[src/logic/cpu_flags_defines.svh]
// Bit positions, reset values and stack figures for the flags and stack pointer block.
// Assumes it is included by its bare name from the design file.
`ifndef CPU_FLAGS_DEFINES_SVH
`define CPU_FLAGS_DEFINES_SVH

`define CF_BIT_C 0
`define CF_BIT_Z 1
`define CF_BIT_N 2
`define CF_BIT_PRIO_LO 3
`define CF_BIT_H 4
`define CF_BIT_PRIO_HI 5
`define CF_BIT_MSB 7
`define CF_FIXED_ONES 8'hC0
`define CF_RESET 8'hE8
`define SP_UPPER_BYTE 8'h01
`define SP_LOW_RESET 8'hFF
`define SP_ONE 8'h01
`define CALL_BYTES 3'h2
`define SINGLE_BYTES 3'h1
`define IRQ_BYTES 3'h5

`endif

[src/logic/cpu_flags_pkg.sv]
// Types shared by the flags and stack pointer block.
// Assumes cpu_flags_defines.svh is on the include path.
package cpu_flags_pkg;

  // Flag update request from the execution unit.
  typedef struct packed {
    logic upd_nz;
    logic upd_h;
    logic upd_c;
    logic set_c;
    logic clr_c;
    logic [7:0] result;
    logic half_carry;
    logic carry;
  } flag_req_s;

  // Stack operation kinds.
  typedef enum logic [2:0] {
    STK_IDLE,
    STK_PUSH,
    STK_POP,
    STK_CALL,
    STK_IRQ,
    STK_IRQ_RET
  } stack_op_e;

  // Stack sequencing state.
  typedef enum logic [1:0] {
    SEQ_IDLE,
    SEQ_PUSHING,
    SEQ_POPPING
  } seq_e;

  // All state of the block.
  typedef struct packed {
    logic [7:0] flags;
    logic [7:0] sp_low;
    seq_e seq;
    logic [2:0] left;
  } state_s;

endpackage : cpu_flags_pkg

[src/logic/cpu_flags_and_stack_pointer.sv]
// Condition flags and stack pointer of an 8-bit CPU core.
// Assumes the execution unit and interrupt sequencer drive it on the core clock.
//
// Summary of operation
// - Half carry from bit 3 on add.
// - Negative flag copies result bit 7.
// - Zero flag set when result is zero.
// - Carry flag reflects arithmetic overflow or underflow.
// - Set and clear carry instructions force carry.
// - Bit test, shift, rotate also update carry.
// - Decode priority bits into four levels.
// - Interrupt entry loads priority from registers.
// - Software instructions may rewrite priority bits.
// - Flags pushed and popped as whole.
// - Decrement after push, increment before pop.
// - Upper stack pointer byte fixed.
// - Reset and reinit set low byte ones.
// - Load reads and writes low byte.
// - Stack pointer wraps silently both ways.
// - Interrupt saves program counter low first.
// - Call two bytes, interrupt five bytes.
`timescale 1ns/1ns
`include "cpu_flags_defines.svh"

module cpu_flags_and_stack_pointer (
  // Clock and reset.
  input wire logic clock,
  input wire logic rst_n,
  // Flag updates from the execution unit.
  input wire cpu_flags_pkg::flag_req_s flag_req,
  // Software priority changes and interrupt entry.
  input wire logic prio_write,
  input wire logic [1:0] prio_value,
  input wire logic irq_entry,
  input wire logic [1:0] irq_priority_regs,
  // Whole flag register write, from pop or load.
  input wire logic flags_write,
  input wire logic [7:0] flags_wdata,
  // Stack pointer control.
  input wire logic stack_reinit_instruction,
  input wire logic sp_low_write,
  input wire logic [7:0] sp_low_wdata,
  input wire cpu_flags_pkg::stack_op_e stack_op,
  input wire logic stack_step,
  // Register views.
  output logic [7:0] condition_flags,
  output logic [15:0] stack_pointer,
  output logic [1:0] priority_level,
  output logic irq_disabled,
  // Stack sequencing status.
  output logic stack_busy,
  output logic [2:0] bytes_left
);

  cpu_flags_pkg::state_s state_ff;
  cpu_flags_pkg::state_s nxt_state;

  // Priority decode: bits high,low to level 0..3.
  function automatic logic [1:0] prio_level(input logic [1:0] hl);
    unique case (hl)
      2'h2: prio_level = 2'h0;
      2'h1: prio_level = 2'h1;
      2'h0: prio_level = 2'h2;
      2'h3: prio_level = 2'h3;
    endcase
  endfunction : prio_level

  // -------------------------------------------------------------------------
  // Next state
  // -------------------------------------------------------------------------

  // Flags update first, then the stack pointer and its byte sequencing.
  always_comb begin
    nxt_state = state_ff;
    if (flag_req.upd_h) begin
      nxt_state.flags[`CF_BIT_H] = flag_req.half_carry;
    end
    if (flag_req.upd_nz) begin
      nxt_state.flags[`CF_BIT_N] = flag_req.result[`CF_BIT_MSB];
      nxt_state.flags[`CF_BIT_Z] = (flag_req.result == 8'h00);
    end
    if (flag_req.upd_c) begin
      nxt_state.flags[`CF_BIT_C] = flag_req.carry;
    end
    if (flag_req.set_c) begin
      nxt_state.flags[`CF_BIT_C] = 1'b1;
    end else if (flag_req.clr_c) begin
      nxt_state.flags[`CF_BIT_C] = 1'b0;
    end
    if (prio_write) begin
      nxt_state.flags[`CF_BIT_PRIO_HI] = prio_value[1];
      nxt_state.flags[`CF_BIT_PRIO_LO] = prio_value[0];
    end
    if (flags_write) begin
      nxt_state.flags = flags_wdata | `CF_FIXED_ONES;
    end
    if (irq_entry) begin
      nxt_state.flags[`CF_BIT_PRIO_HI] = irq_priority_regs[1];
      nxt_state.flags[`CF_BIT_PRIO_LO] = irq_priority_regs[0];
    end
    // Start a stack sequence; one byte moves per stack_step.
    if (state_ff.seq == cpu_flags_pkg::SEQ_IDLE) begin
      unique case (stack_op)
        cpu_flags_pkg::STK_PUSH: begin
          nxt_state.seq = cpu_flags_pkg::SEQ_PUSHING;
          nxt_state.left = `SINGLE_BYTES;
        end
        cpu_flags_pkg::STK_POP: begin
          nxt_state.seq = cpu_flags_pkg::SEQ_POPPING;
          nxt_state.left = `SINGLE_BYTES;
        end
        cpu_flags_pkg::STK_CALL: begin
          nxt_state.seq = cpu_flags_pkg::SEQ_PUSHING;
          nxt_state.left = `CALL_BYTES;
        end
        cpu_flags_pkg::STK_IRQ: begin
          nxt_state.seq = cpu_flags_pkg::SEQ_PUSHING;
          nxt_state.left = `IRQ_BYTES;
        end
        cpu_flags_pkg::STK_IRQ_RET: begin
          nxt_state.seq = cpu_flags_pkg::SEQ_POPPING;
          nxt_state.left = `IRQ_BYTES;
        end
        default: begin
          nxt_state.seq = cpu_flags_pkg::SEQ_IDLE;
        end
      endcase
    end else if (stack_step) begin
      // 8-bit arithmetic wraps silently inside the fixed page.
      if (state_ff.seq == cpu_flags_pkg::SEQ_PUSHING) begin
        nxt_state.sp_low = state_ff.sp_low - `SP_ONE;
      end else begin
        nxt_state.sp_low = state_ff.sp_low + `SP_ONE;
      end
      nxt_state.left = state_ff.left - 3'h1;
      if (state_ff.left == 3'h1) begin
        nxt_state.seq = cpu_flags_pkg::SEQ_IDLE;
      end
    end
    if (sp_low_write) begin
      nxt_state.sp_low = sp_low_wdata;
    end
    if (stack_reinit_instruction) begin
      nxt_state.sp_low = `SP_LOW_RESET;
      nxt_state.seq = cpu_flags_pkg::SEQ_IDLE;
      nxt_state.left = 3'h0;
    end
  end

  // -------------------------------------------------------------------------
  // State register
  // -------------------------------------------------------------------------

  // Reset puts the pointer at the top of the stack page.
  always_ff @(posedge clock or negedge rst_n) begin
    if (!rst_n) begin
      state_ff.flags <= `CF_RESET;
      state_ff.sp_low <= `SP_LOW_RESET;
      state_ff.seq <= cpu_flags_pkg::SEQ_IDLE;
      state_ff.left <= 3'h0;
    end else begin
      state_ff <= nxt_state;
    end
  end

  // Register views; the pointer's upper byte is a constant.
  assign condition_flags = state_ff.flags | `CF_FIXED_ONES;
  assign stack_pointer = {`SP_UPPER_BYTE, state_ff.sp_low};
  assign priority_level = prio_level({state_ff.flags[`CF_BIT_PRIO_HI],
                                      state_ff.flags[`CF_BIT_PRIO_LO]});
  assign irq_disabled = (priority_level == 2'h3);
  assign stack_busy = (state_ff.seq != cpu_flags_pkg::SEQ_IDLE);
  assign bytes_left = state_ff.left;

  // -------------------------------------------------------------------------
  // Checks
  // -------------------------------------------------------------------------

  // Upper byte never moves.
  sp_upper_fixed_a: assert property (@(posedge clock) disable iff (!rst_n)
    stack_pointer[15:8] == `SP_UPPER_BYTE) else $error("Stack page moved.");

  // Reinit lands on the top of the page.
  sp_reinit_top_a: assert property (@(posedge clock) disable iff (!rst_n)
    stack_reinit_instruction |=> stack_pointer[7:0] == `SP_LOW_RESET)
    else $error("Reinit missed top.");

  // Top bits read as one.
  flags_top_ones_a: assert property (@(posedge clock) disable iff (!rst_n)
    condition_flags[7:6] == 2'h3) else $error("Top flag bits not one.");

  // Zero flag follows result.
  zero_flag_a: assert property (@(posedge clock) disable iff (!rst_n)
    flag_req.upd_nz && !flags_write |=>
      condition_flags[`CF_BIT_Z] == ($past(flag_req.result) == 8'h00))
    else $error("Zero flag wrong.");

  // Negative flag follows result bit 7.
  neg_flag_a: assert property (@(posedge clock) disable iff (!rst_n)
    flag_req.upd_nz && !flags_write |=>
      condition_flags[`CF_BIT_N] == $past(flag_req.result[7]))
    else $error("Negative flag wrong.");

  // Set carry forces one.
  set_carry_a: assert property (@(posedge clock) disable iff (!rst_n)
    flag_req.set_c && !flags_write |=> condition_flags[`CF_BIT_C])
    else $error("Carry not set.");

  // Interrupt entry loads priority.
  irq_prio_load_a: assert property (@(posedge clock) disable iff (!rst_n)
    irq_entry |=> {condition_flags[`CF_BIT_PRIO_HI], condition_flags[`CF_BIT_PRIO_LO]}
      == $past(irq_priority_regs)) else $error("Priority not loaded.");

  // Push step decrements by one with wrap.
  push_step_a: assert property (@(posedge clock) disable iff (!rst_n)
    state_ff.seq == cpu_flags_pkg::SEQ_PUSHING && stack_step && !sp_low_write
      && !stack_reinit_instruction |=>
      stack_pointer[7:0] == 8'($past(stack_pointer[7:0]) - 8'h01))
    else $error("Push step wrong.");

  // Interrupt frame takes five bytes.
  irq_frame_a: assert property (@(posedge clock) disable iff (!rst_n)
    !stack_busy && stack_op == cpu_flags_pkg::STK_IRQ && !stack_reinit_instruction
      |=> bytes_left == 3'h5) else $error("Interrupt frame size wrong.");

  // Half carry follows the adder's bit 3 carry.
  half_carry_a: assert property (@(posedge clock) disable iff (!rst_n)
    flag_req.upd_h && !flags_write |=>
      condition_flags[`CF_BIT_H] == $past(flag_req.half_carry))
    else $error("Half carry flag wrong.");

  // Carry follows the operation when no forcing request competes.
  carry_update_a: assert property (@(posedge clock) disable iff (!rst_n)
    flag_req.upd_c && !flag_req.set_c && !flag_req.clr_c && !flags_write |=>
      condition_flags[`CF_BIT_C] == $past(flag_req.carry))
    else $error("Carry flag wrong.");

  // Clear carry forces zero unless set carry comes with it.
  clear_carry_a: assert property (@(posedge clock) disable iff (!rst_n)
    flag_req.clr_c && !flag_req.set_c && !flags_write |=>
      !condition_flags[`CF_BIT_C])
    else $error("Carry not cleared.");

  // Flags hold while nothing asks for a change.
  flags_hold_a: assert property (@(posedge clock) disable iff (!rst_n)
    !flag_req.upd_nz && !flag_req.upd_h && !flag_req.upd_c && !flag_req.set_c
      && !flag_req.clr_c && !prio_write && !flags_write && !irq_entry |=>
      $stable(condition_flags))
    else $error("Flags changed without a request.");

  // Software write of the priority bits.
  prio_write_a: assert property (@(posedge clock) disable iff (!rst_n)
    prio_write && !flags_write && !irq_entry |=>
      {condition_flags[`CF_BIT_PRIO_HI], condition_flags[`CF_BIT_PRIO_LO]}
      == $past(prio_value))
    else $error("Priority write lost.");

  // Whole register load keeps the top two bits at one.
  flags_load_a: assert property (@(posedge clock) disable iff (!rst_n)
    flags_write && !irq_entry |=>
      condition_flags == ($past(flags_wdata) | `CF_FIXED_ONES))
    else $error("Flag register load wrong.");

  // Priority bits one, zero give the lowest level.
  prio_lowest_a: assert property (@(posedge clock) disable iff (!rst_n)
    {condition_flags[`CF_BIT_PRIO_HI], condition_flags[`CF_BIT_PRIO_LO]} == 2'h2
      |-> priority_level == 2'h0 && !irq_disabled)
    else $error("Lowest level decode wrong.");

  // Priority bits zero, one give level one.
  prio_level_one_a: assert property (@(posedge clock) disable iff (!rst_n)
    {condition_flags[`CF_BIT_PRIO_HI], condition_flags[`CF_BIT_PRIO_LO]} == 2'h1
      |-> priority_level == 2'h1 && !irq_disabled)
    else $error("Level one decode wrong.");

  // Priority bits zero, zero give level two.
  prio_level_two_a: assert property (@(posedge clock) disable iff (!rst_n)
    {condition_flags[`CF_BIT_PRIO_HI], condition_flags[`CF_BIT_PRIO_LO]} == 2'h0
      |-> priority_level == 2'h2 && !irq_disabled)
    else $error("Level two decode wrong.");

  // Both priority bits set give the top level and mask interrupts.
  prio_highest_a: assert property (@(posedge clock) disable iff (!rst_n)
    {condition_flags[`CF_BIT_PRIO_HI], condition_flags[`CF_BIT_PRIO_LO]} == 2'h3
      |-> priority_level == 2'h3 && irq_disabled)
    else $error("Top level decode wrong.");

  // Pop step increments by one with wrap.
  pop_step_a: assert property (@(posedge clock) disable iff (!rst_n)
    state_ff.seq == cpu_flags_pkg::SEQ_POPPING && stack_step && !sp_low_write
      && !stack_reinit_instruction |=>
      stack_pointer[7:0] == 8'($past(stack_pointer[7:0]) + `SP_ONE))
    else $error("Pop step wrong.");

  // Push below the page bottom lands on its top.
  push_wrap_a: assert property (@(posedge clock) disable iff (!rst_n)
    state_ff.seq == cpu_flags_pkg::SEQ_PUSHING && stack_step && stack_pointer[7:0] == 8'h00
      && !sp_low_write && !stack_reinit_instruction |=>
      stack_pointer[7:0] == `SP_LOW_RESET)
    else $error("Push wrap wrong.");

  // Pop above the page top lands on its bottom.
  pop_wrap_a: assert property (@(posedge clock) disable iff (!rst_n)
    state_ff.seq == cpu_flags_pkg::SEQ_POPPING && stack_step
      && stack_pointer[7:0] == `SP_LOW_RESET && !sp_low_write && !stack_reinit_instruction
      |=> stack_pointer[7:0] == 8'h00)
    else $error("Pop wrap wrong.");

  // Direct load of the low byte.
  sp_load_a: assert property (@(posedge clock) disable iff (!rst_n)
    sp_low_write && !stack_reinit_instruction |=>
      stack_pointer[7:0] == $past(sp_low_wdata))
    else $error("Pointer load lost.");

  // A single push or pop moves one byte.
  single_byte_a: assert property (@(posedge clock) disable iff (!rst_n)
    !stack_busy && (stack_op == cpu_flags_pkg::STK_PUSH
      || stack_op == cpu_flags_pkg::STK_POP) && !stack_reinit_instruction
      |=> stack_busy && bytes_left == `SINGLE_BYTES)
    else $error("Single byte frame wrong.");

  // Subroutine call frame takes two bytes.
  call_frame_a: assert property (@(posedge clock) disable iff (!rst_n)
    !stack_busy && stack_op == cpu_flags_pkg::STK_CALL && !stack_reinit_instruction
      |=> stack_busy && bytes_left == `CALL_BYTES) else $error("Call frame size wrong.");

  // Interrupt return frame takes five bytes.
  irq_return_frame_a: assert property (@(posedge clock) disable iff (!rst_n)
    !stack_busy && stack_op == cpu_flags_pkg::STK_IRQ_RET && !stack_reinit_instruction
      |=> stack_busy && bytes_left == `IRQ_BYTES) else $error("Return frame size wrong.");

  // Interrupt entry leaves the pointer on the first free byte.
  irq_first_byte_a: assert property (@(posedge clock) disable iff (!rst_n)
    !stack_busy && stack_op == cpu_flags_pkg::STK_IRQ && !sp_low_write
      && !stack_reinit_instruction |=> stack_busy && $stable(stack_pointer))
    else $error("Interrupt entry moved the pointer.");

  // Each step uses up one byte of the frame.
  step_count_a: assert property (@(posedge clock) disable iff (!rst_n)
    stack_busy && stack_step && !stack_reinit_instruction |=>
      bytes_left == 3'($past(bytes_left) - 3'h1))
    else $error("Byte count wrong.");

  // Pointer holds between steps of a frame.
  busy_hold_a: assert property (@(posedge clock) disable iff (!rst_n)
    stack_busy && !stack_step && !sp_low_write && !stack_reinit_instruction |=>
      $stable(stack_pointer))
    else $error("Pointer moved between steps.");

  // Steps while idle are ignored.
  idle_step_a: assert property (@(posedge clock) disable iff (!rst_n)
    !stack_busy && stack_step && stack_op == cpu_flags_pkg::STK_IDLE && !sp_low_write
      && !stack_reinit_instruction |=> !stack_busy && $stable(stack_pointer))
    else $error("Idle step moved the pointer.");

  // Reinit aborts any frame in progress.
  reinit_abort_a: assert property (@(posedge clock) disable iff (!rst_n)
    stack_reinit_instruction |=> !stack_busy && bytes_left == 3'h0)
    else $error("Reinit left a frame running.");

endmodule : cpu_flags_and_stack_pointer

[config.mk]
export PLATFORM = sky130hd
export DESIGN_NAME = cpu_flags_and_stack_pointer
export DESIGN_NICKNAME = d
export VERILOG_FILES = /design/src/logic/cpu_flags_pkg.sv /design/src/logic/cpu_flags_and_stack_pointer.sv
export VERILOG_INCLUDE_DIRS = /design/src /design/src/logic
export SDC_FILE = /design/constraint.sdc
export NUM_CORES = 1
export LEC_CHECK = 0
export BUFFER_PORTS_ARGS = -buffer_cell sky130_fd_sc_hd__buf_4
export CAP_MARGIN = 20
export CORE_ASPECT_RATIO = 1.2
export CORE_MARGIN = 3
export CORE_UTILIZATION = 40
export CTS_BUF_LIST = sky130_fd_sc_hd__clkbuf_8
export CTS_CLUSTER_SIZE = 14
export DETAILED_ROUTE_END_ITERATION = 12
export PLACE_DENSITY_LB_ADDON = 0.15
export REMOVE_ABC_BUFFERS = 1
export SLEW_MARGIN = 10
export SYNTH_ARGS = -nofsm -noshare
export SYNTH_HDL_FRONTEND = slang
export SYNTH_SLANG_ARGS = --single-unit
[constraint.sdc]
create_clock -name clock -period 3 [get_ports clock]
set_input_delay 0.15 -clock clock [delete_from_list [all_inputs] [get_ports clock]]
set_output_delay 0.15 -clock clock [all_outputs]
set_load 0.005 [all_outputs]
==> results.sh, run 1 <==
export IMPL_clock_skew_ns=0.00190
export IMPL_path_clk_slew_ns=0.07
export IMPL_layout_cells_non_filler=281
export IMPL_synth_mux_area_frac=0.0651
export IMPL_cts_root_buf="clkbuf_8"
export IMPL_cap_violations=0
export IMPL_synthTopCellsByCount="27 x buf_4, 14 x o21ai_0, 12 x nand2_1, 12 x nor2_1, 10 x dfstp_2"
export IMPL_synth_top_family_by_area="simple AND/OR/NAND/NOR gates"
export IMPL_netlist_area_leader_share=0.167
export IMPL_final_util=0.533
export IMPL_totalNegativeSetupSlack_ns=0
export IMPL_dp_hpwl_um=2780
export IMPL_required_ns=3.20
export IMPL_synthAdderAreaFrac=0.0397
export IMPL_outcome="finished clean"
export IMPL_dpl_cell_count=276
export IMPL_yosys_cell_count_top_type="buf_4"
export IMPL_arrival_ns=2.53
export IMPL_reg2reg_slack_ns=0.67
export IMPL_synth_compound_area_frac=0.160
export IMPL_leakage_nw=0.924
export IMPL_hold_path_end="condition_flags[3]"
export IMPL_fin_crit_sh=0.778
export IMPL_slew_violations=0
export IMPL_grt_pass1_wl_um=5920
export IMPL_detail_route_wl_per_cell_um=12.5
export IMPL_initialDrtViolationCount=48
export IMPL_cts_buffers=3
export IMPL_async_flop_share=1.00
export IMPL_hold_start="irq_entry"
export IMPL_syn_avg_cell_area_um2=8.52
export IMPL_clk_latency_ns=0.26
export IMPL_synth_xor_area_frac=0.0111
export IMPL_end_kind="flip-flop"
export IMPL_synth_cell_type_count=46
export IMPL_nets=281
export IMPL_num_vias=1386
export IMPL_worstReg2RegEnd="stack_pointer[6]"
export IMPL_clock_path_buffers=2
export IMPL_synth_flop_cell="dfstp_2"
export IMPL_hold_path_depth=2
export IMPL_start_util=0.423
export IMPL_cp_max_fo=11
export IMPL_synthCells=185
export IMPL_cts_tree="done"
export IMPL_worst_setup_path_start_kind="flip-flop"
export IMPL_grt_use_total=0.152
export IMPL_syn_area_mm2=0.00158
export IMPL_n_antenna_cell=0
export IMPL_wl_um=3520
export IMPL_core_area_mm2=0.00372
export IMPL_ctsResizeCount=0
export IMPL_io_pins=77
export IMPL_synth_largest_area_cell="dfstp_2"
export IMPL_slew_headroom=0.652
export IMPL_synth_edf_count=0
export IMPL_port_buffers=64
export IMPL_post_cts_buffers=0
export IMPL_grt_remaining_overflow=0
export IMPL_drt_vias_per_instance=4.93
export IMPL_max_vdd_ir_drop_mv=0.209
export IMPL_synth_area_leaders="dfstp_2 17%, dfrtp_1 14%, buf_4 13%"
export IMPL_worstSetupPathType="flip-flop to flip-flop"
export IMPL_antenna_found_initial=0
export IMPL_grt_setup_unrepaired="no"
export IMPL_power_uw=738
export IMPL_htreeDepth=1
export IMPL_synth_seq_cells=19
export IMPL_postCtsHoldBufs=1
export IMPL_die_area_mm2=0.00473
export IMPL_die_w_um=63.3
export IMPL_core_rowCount=24
export IMPL_drive_above_1_share=0.384
export IMPL_r2r_cells=7
export IMPL_globalplace_congestion=0.839
export IMPL_min_path_type="input port to flip-flop"
export IMPL_cts_sinks=19
export IMPL_hold_ws_ns=0.0849
export IMPL_ys_warn_count=0
export IMPL_setup_viol=0
export IMPL_p_per_area_mw_per_mm2=372
export IMPL_finalHoldViolations=0
export IMPL_worstMarginPinSlew_ns=0.519
export IMPL_grt_pass1_vias=1342
export IMPL_r2r_start="state_ff[3]"
export IMPL_first_pass_iters=4
export IMPL_yosys_area_share_simple=0.249
export IMPL_ant_nets=0
export IMPL_fin_crit_ns=2.33
export IMPL_die_h_um=74.8
export IMPL_area_growth_synth_to_final_pct=25.9
export IMPL_synth_seq_area_share=0.310
export IMPL_max_freq_ghz=0.429
export IMPL_grt_max_degree=21
export IMPL_drc=0
## layout by cell type (no fill, tap or decap), types with 7 or more instances in the layout
cell     netlist  layout
buf_4         27      64
o21ai_0       14      14
nor2_1        12      12
nand2_1       12      12
conb_1         2      10
dfstp_2       10      10
nor3_1         9       9
dfrtp_1        9       9
mux2i_1        8       8
inv_1          7       7
## kinds of logic (layout without fill, tap and decap cells)
kind of cell    Yosys count  after routing
simple gates             69             69
buf+inv                  40             76
compound gates           38             38
flops                    19             19
mux                      10             10
fa+ha+maj                 5              5
other cells               2             10
xor+xnor                  2              2
## power breakdown
group          leakage, nW  switching, mW  total, mW  internal [mW]
logic                0.683          0.101      0.231          0.130
clock network       0.0217         0.0902      0.184         0.0937
registers            0.219         0.0336      0.323          0.290
total                0.924          0.224      0.738          0.513
## final cells by class
| class | count | area (um2) |
|---|---|---|
| Sequential cell | 19 | 488 |
| Fill cell | 382 | 1740 |
| Tap cell | 52 | 65.1 |
| Inverter | 7 | 26.3 |
| Clock buffer | 3 | 41.3 |
| Clock inverter | 1 | 7.51 |
| Timing Repair Buffer | 65 | 490 |
| Multi-Input combinational cell | 134 | 866 |
## sequential cells by signal (all words and copies together), names as in the netlist
| name | flops |
|---|---|
| state_ff | 2 |
| condition_flags | 6 |
| bytes_left | 3 |
| stack_pointer | 8 |
## metal layers
metal	GRT usage	wire, um	vias to the layer above
met5	0	0	-
met3	0.0299	198	4
met2	0.264	1700	45
li1	-	-	717
met1	0.193	1580	620
met4	0.0456	41	0
## through the flow
step | setup slack (ns) | area, um2
final | 0.667 | 1980
after global routing | 0.441 | 1980
after CTS | 0.679 | 1980
after detailed placement | 0.690 | 1930
after global placement | 0.732 | 1930
after floorplan | 0.888 | 1380
## critical path, stage by stage, from the launching register on
cell	delay, ns
dfrtp_1	0.52
nor2b_1	0.36
xor2_1	0.12
ha_1	0.25
or2_2	0.30
or4_4	0.43
a21oi_2	0.11
and3b_1	0.17
## worst max path at each step
stage	end	cells past startpoint	slack, ns	startpoint
2_1_floorplan	stack_pointer[6]	7	0.89	state_ff[4]
3_3_place_gp	stack_pointer[6]	7	0.73	state_ff[4]
3_5_place_dp	stack_pointer[6]	7	0.69	state_ff[3]
4_1_cts	stack_pointer[6]	7	0.68	state_ff[3]
5_1_grt	stack_pointer[4]	7	0.44	state_ff[3]
6_report	stack_pointer[6]	7	0.67	state_ff[3]
Note: power is estimated with default switching activity, not from simulation.
==> inputs of run 2 (changes only) <==
==> constraint.sdc (replaced) <==
create_clock -name clock -period 1.9 [get_ports clock]
set_input_delay 0.095 -clock clock [delete_from_list [all_inputs] [get_ports clock]]
set_output_delay 0.095 -clock clock [all_outputs]
set_load 0.005 [all_outputs]
==> run 2 against run 1 <==
The flow now finishes with violations (negative setup slack). Critical path depth shrank 2. Core utilization grew 3.1 points. Clock power grew 60%. Hold slack lost 0.058 ns. Clock skew is essentially flat. Sequential share of layout area shrank 1.4 points. Cell count grew 4.3%. Register-to-register slack lost 0.71 ns. Critical endpoint unchanged. Flip-flop and latch count is the same. Worst setup slack lost 0.71 ns. Largest power group unchanged.
==> results.sh, run 2 (synthesis results as in run 1) <==
export IMPL_outcome="complete, but fails checks"
export IMPL_violations="negative setup slack"
export IMPL_hold_start="irq_entry"
export IMPL_layout_common_cells="76 x buf_4, 12 x nor2_1, 12 x nand2_1, 12 x o21ai_0"
export IMPL_fin_crit_sh=1.02
export IMPL_nets=293
export IMPL_clock_skew_ns=0.00207
export IMPL_leakage_nw=0.986
export IMPL_start_util=0.423
export IMPL_clock_path_buffers=2
export IMPL_layout_commonest_cell="buf_4"
export IMPL_place_area_mm2=0.00202
export IMPL_cts_root_buf="clkbuf_8"
export IMPL_path_cells="buf_4, or4b_4, or4_4, a21oi_2, and3b_1"
export IMPL_largest_register_ffs=8
export IMPL_wl_met1_um=1550
export IMPL_setup_viol=1
export IMPL_drt_vias_per_instance=5.03
export IMPL_worstReg2RegEnd="stack_pointer[6]"
export IMPL_antenna_found_initial=0
export IMPL_num_vias=1474
export IMPL_slew_violations=0
export IMPL_cts_tree="done"
export IMPL_cts_sinks=19
export IMPL_dr_wl_met3_um=198
export IMPL_p_per_area_mw_per_mm2=577
export IMPL_area_growth_synth_to_final_pct=33.3
export IMPL_pre_cts_slack_ns=-0.0525
export IMPL_die_h_um=74.8
export IMPL_max_stage_delay_ns=0.53
export IMPL_required_ns=2.10
export IMPL_finalHoldViolations=0
export IMPL_cp_endpoint="stack_pointer[6]"
export IMPL_max_freq_ghz=0.514
export IMPL_port_buffers=64
export IMPL_grt_pass1_vias=1347
export IMPL_worstSetupPathType="flip-flop to flip-flop"
export IMPL_dpl_cell_count=288
export IMPL_io_pins=77
export IMPL_grt_use_total=0.158
export IMPL_grt_max_degree=21
export IMPL_first_pass_iters=4
export IMPL_power_mw=1.21
export IMPL_htreeDepth=1
export IMPL_grt_remaining_overflow=0
export IMPL_n_antenna_cell=0
export IMPL_ant_nets=0
export IMPL_min_path_type="input port to flip-flop"
export IMPL_die_area_mm2=0.00473
export IMPL_final_area_mm2=0.00210
export IMPL_end_kind="flip-flop"
export IMPL_cts_buffers=3
export IMPL_clk_latency_ns=0.26
export IMPL_core_rowCount=24
export IMPL_crit_start="state_ff[4]"
export IMPL_grt_pass1_wl_um=5960
export IMPL_setup_slack_ns=-0.0459
export IMPL_core_area_mm2=0.00372
export IMPL_fin_crit_ns=1.95
export IMPL_cp_max_fo=2
export IMPL_die_w_um=63.3
export IMPL_grt_setup_unrepaired="yes"
export IMPL_drc=0
export IMPL_drive_above_1_share=0.436
export IMPL_wl_um=3750
export IMPL_max_vdd_ir_drop_mv=0.315
export IMPL_top_layer="met4"
export IMPL_arrival_ns=2.14
export IMPL_r2r_start="state_ff[4]"
export IMPL_globalplace_congestion=0.803
export IMPL_dp_hpwl_um=2930
export IMPL_detail_route_wl_per_cell_um=12.8
export IMPL_cpMaxStageDelayCell="or4b_4"
export IMPL_path_clk_slew_ns=0.08
export IMPL_layout_cells_non_filler=293
export IMPL_wl_met2_um=1940
export IMPL_worst_setup_path_start_kind="flip-flop"
export IMPL_r2r_cells=5
export IMPL_hold_ws_ns=0.0274
export IMPL_reg2reg_slack_ns=-0.05
export IMPL_initialDrtViolationCount=47
export IMPL_cap_violations=0
## run 2: worst max-delay path, delay by kind of cell (launching register included)
family | cells | cell delay [ns]
AND/OR/NAND/NOR | 3 | 1.21
AO/OA/AOI/OAI | 1 | 0.13
flip-flops | 1 | 0.40
buffers and inverters | 1 | 0.14
## run 2: worst min path at each step
stage / slack [ns] / depth (start not counted) / endpoint
after floorplan: -0.20 / 0 / bytes_left[0]
after global placement: -0.02 / 1 / condition_flags[1]
after detailed placement: -0.006 / 1 / condition_flags[1]
after CTS: 0.02 / 2 / condition_flags[5]
after global routing: 0.03 / 2 / condition_flags[5]
final: 0.03 / 2 / condition_flags[5]
## run 2: final cells by class
cell class / count / area [um2]
Fill cell: 359 / 1620
Multi-Input combinational cell: 134 / 892
Timing Repair Buffer: 77 / 581
Sequential cell: 19 / 488
Tap cell: 52 / 65.1
Clock buffer: 3 / 41.3
Inverter: 7 / 26.3
Clock inverter: 1 / 7.51
## run 2: stage by stage
step	utilization	TNS (ns)
finish	0.564	-0.0459
global route	0.564	-0.247
CTS	0.558	-0.0579
detailed placement	0.541	-0.0658
global placement	0.541	-0.0295
floorplan	-	-0.352
## run 2: report_power, final
part	leakage [nW]	switching, mW	internal [mW]	total, mW
logic	0.745	0.182	0.237	0.419
registers	0.219	0.0405	0.457	0.498
clock network	0.0217	0.147	0.148	0.295
## run 2: what timing repair did
action,in CTS,in global routing
hold endpoints to repair,19,0
hold buffers,1,0
pin swaps,0,5
resized for setup,1,8
endpoints found under the setup margin,3,5
buffers inserted,0,1
## run 2: layer usage
metal | up-vias | global-route usage
met4 | 0 | 0.0576
met1 | 685 | 0.181
met2 | 42 | 0.295
met5 | - | 0
li1 | 742 | -
met3 | 5 | 0.0313
==> inputs of run 3 (changes only) <==
--- a/config.mk
+++ b/config.mk
@@ -8,9 +8,11 @@
 export LEC_CHECK = 0
 export BUFFER_PORTS_ARGS = -buffer_cell sky130_fd_sc_hd__buf_4
 export CAP_MARGIN = 20
+export CELL_PAD_IN_SITES_DETAIL_PLACEMENT = 0
+export CELL_PAD_IN_SITES_GLOBAL_PLACEMENT = 2
 export CORE_ASPECT_RATIO = 1.2
 export CORE_MARGIN = 3
-export CORE_UTILIZATION = 40
+export CORE_UTILIZATION = 23
 export CTS_BUF_LIST = sky130_fd_sc_hd__clkbuf_8
 export CTS_CLUSTER_SIZE = 14
 export DETAILED_ROUTE_END_ITERATION = 12
==> run 3 against run 2 <==
The flow still finishes with violations (negative setup slack). Fmax rose by 1.7%. Register-to-register slack better by 0.03 ns. Via count down 1.2%. Clock skew up 0.0042 ns. Worst setup slack better by 0.033 ns.
==> results.sh, run 3 (synthesis results as in run 1) <==
export IMPL_grt_use_total=0.118
export IMPL_place_area_mm2=0.00205
export IMPL_crit_start="stack_pointer[1]"
export IMPL_power_mw=1.24
export IMPL_leakage_nw=0.997
export IMPL_setup_viol=1
export IMPL_grt_pass1_vias=1522
export IMPL_max_vdd_ir_drop_mv=0.216
export IMPL_violations="negative setup slack"
export IMPL_drc=0
export IMPL_layout_commonest_cell="buf_4"
export IMPL_cts_sinks=19
export IMPL_cp_endpoint="stack_pointer[6]"
export IMPL_finalHoldViolations=0
export IMPL_drive_above_1_share=0.432
export IMPL_num_vias=1456
export IMPL_max_freq_ghz=0.523
export IMPL_drt_vias_per_instance=4.47
export IMPL_n_antenna_cell=0
export IMPL_multiInputGateArea_um2=897
export IMPL_grt_max_degree=21
export IMPL_core_area_mm2=0.00653
export IMPL_fin_crit_ns=1.91
export IMPL_setup_slack_ns=-0.0128
export IMPL_detail_route_wl_per_cell_um=13.7
export IMPL_final_area_mm2=0.00215
export IMPL_fin_crit_sh=1.01
export IMPL_cp_max_fo=7
export IMPL_worstSetupPathType="flip-flop to flip-flop"
export IMPL_core_rowCount=32
export IMPL_path_clk_slew_ns=0.08
export IMPL_globalplace_congestion=0.761
export IMPL_largest_register_ffs=8
export IMPL_grt_pass1_wl_um=7380
export IMPL_slew_violations=0
export IMPL_layout_common_cells="74 x buf_4, 12 x nor2_1, 12 x nand2_1"
export IMPL_initialDrtViolationCount=52
export IMPL_antenna_found_initial=0
export IMPL_die_h_um=96.7
export IMPL_required_ns=2.10
export IMPL_grt_setup_unrepaired="yes"
export IMPL_io_pins=77
export IMPL_totalNegativeSetupSlack_ns=-0.0128
export IMPL_port_buffers=64
export IMPL_cts_buffers=3
export IMPL_die_w_um=81.6
export IMPL_start_util=0.242
export IMPL_first_pass_iters=4
export IMPL_fillers=703
export IMPL_r2r_start="stack_pointer[1]"
export IMPL_clock_skew_ns=0.00626
export IMPL_cts_root_buf="clkbuf_8"
export IMPL_clk_latency_ns=0.26
export IMPL_r2r_cells=5
export IMPL_worst_setup_path_start_kind="flip-flop"
export IMPL_end_kind="flip-flop"
export IMPL_area_growth_synth_to_final_pct=36.4
export IMPL_min_path_type="input port to flip-flop"
export IMPL_die_area_mm2=0.00789
export IMPL_wl_um=4480
export IMPL_clock_path_buffers=2
export IMPL_cap_violations=0
export IMPL_reg2reg_slack_ns=-0.01
export IMPL_ant_nets=0
export IMPL_cts_tree="done"
export IMPL_htreeDepth=1
export IMPL_p_per_area_mw_per_mm2=575
export IMPL_outcome="complete, but fails checks"
export IMPL_grt_remaining_overflow=0
export IMPL_worstReg2RegEnd="stack_pointer[6]"
export IMPL_regArea_um2=488
export IMPL_nets=293
export IMPL_arrival_ns=2.11
export IMPL_dp_hpwl_um=3440
-- run 3: final cells by class --
cell class,instances,share of cell area
sequential,19,0.227
clock inverter,1,0.00175
tap,85,0.0494
multi-input combinational,134,0.417
inverter,7,0.0122
clock buffer,3,0.0192
timing repair buffer,77,0.273
-- run 3: critical path: stages (launching register included) --
cell,delay [ns]
dfstp_2,0.38
buf_4,0.15
or4b_4,0.54
or4_4,0.50
a21oi_2,0.11
and3b_1,0.17
-- run 3: metal layers --
metal | routed length (um) | part of all wire | global-route usage | vias to the layer above
met5 | 0 | 0 | 0 | -
met4 | 0 | 0 | 0.0409 | 0
met3 | 192 | 0.043 | 0.0177 | 0
met2 | 2340 | 0.52 | 0.198 | 30
met1 | 1940 | 0.43 | 0.149 | 689
li1 | - | - | - | 737
-- run 3: metrics by stage --
stage          instances  worst slack (ns)  hold slack, ns  utilization
4_1_cts              326           -0.0302         0.00751        0.326
5_1_grt              326           -0.0841          0.0120        0.330
6_report             326           -0.0128          0.0112        0.330
3_3_place_gp         320           -0.0467         0.00244        0.314
2_1_floorplan        160            -0.212          -0.201            -
3_5_place_dp         320           -0.0641       -0.000529        0.314
-- run 3: how the worst min path moves through the flow --
| stage | start | endpoint | cells past startpoint |
|---|---|---|---|
| final | irq_entry | condition_flags[5] | 2 |
| after global routing | irq_entry | condition_flags[5] | 2 |
| after CTS | irq_entry | condition_flags[5] | 2 |
| after detailed placement | rst_n | condition_flags[1] | 1 |
| after global placement | rst_n | condition_flags[1] | 1 |
| after floorplan | rst_n | bytes_left[0] | 0 |
-- run 3: what timing repair did --
item,4_1_cts,5_1_grt
pin swaps,2,5
setup endpoints to repair,2,5
hold buffers,1,0
setup buffers,1,1
resized for setup,5,8
endpoints found under the hold margin,19,0
-- run 3: where the power goes --
group	switching (mW)	total, mW	internal, mW
logic	0.192	0.441	0.249
registers	0.0430	0.500	0.457
clock network	0.151	0.295	0.144
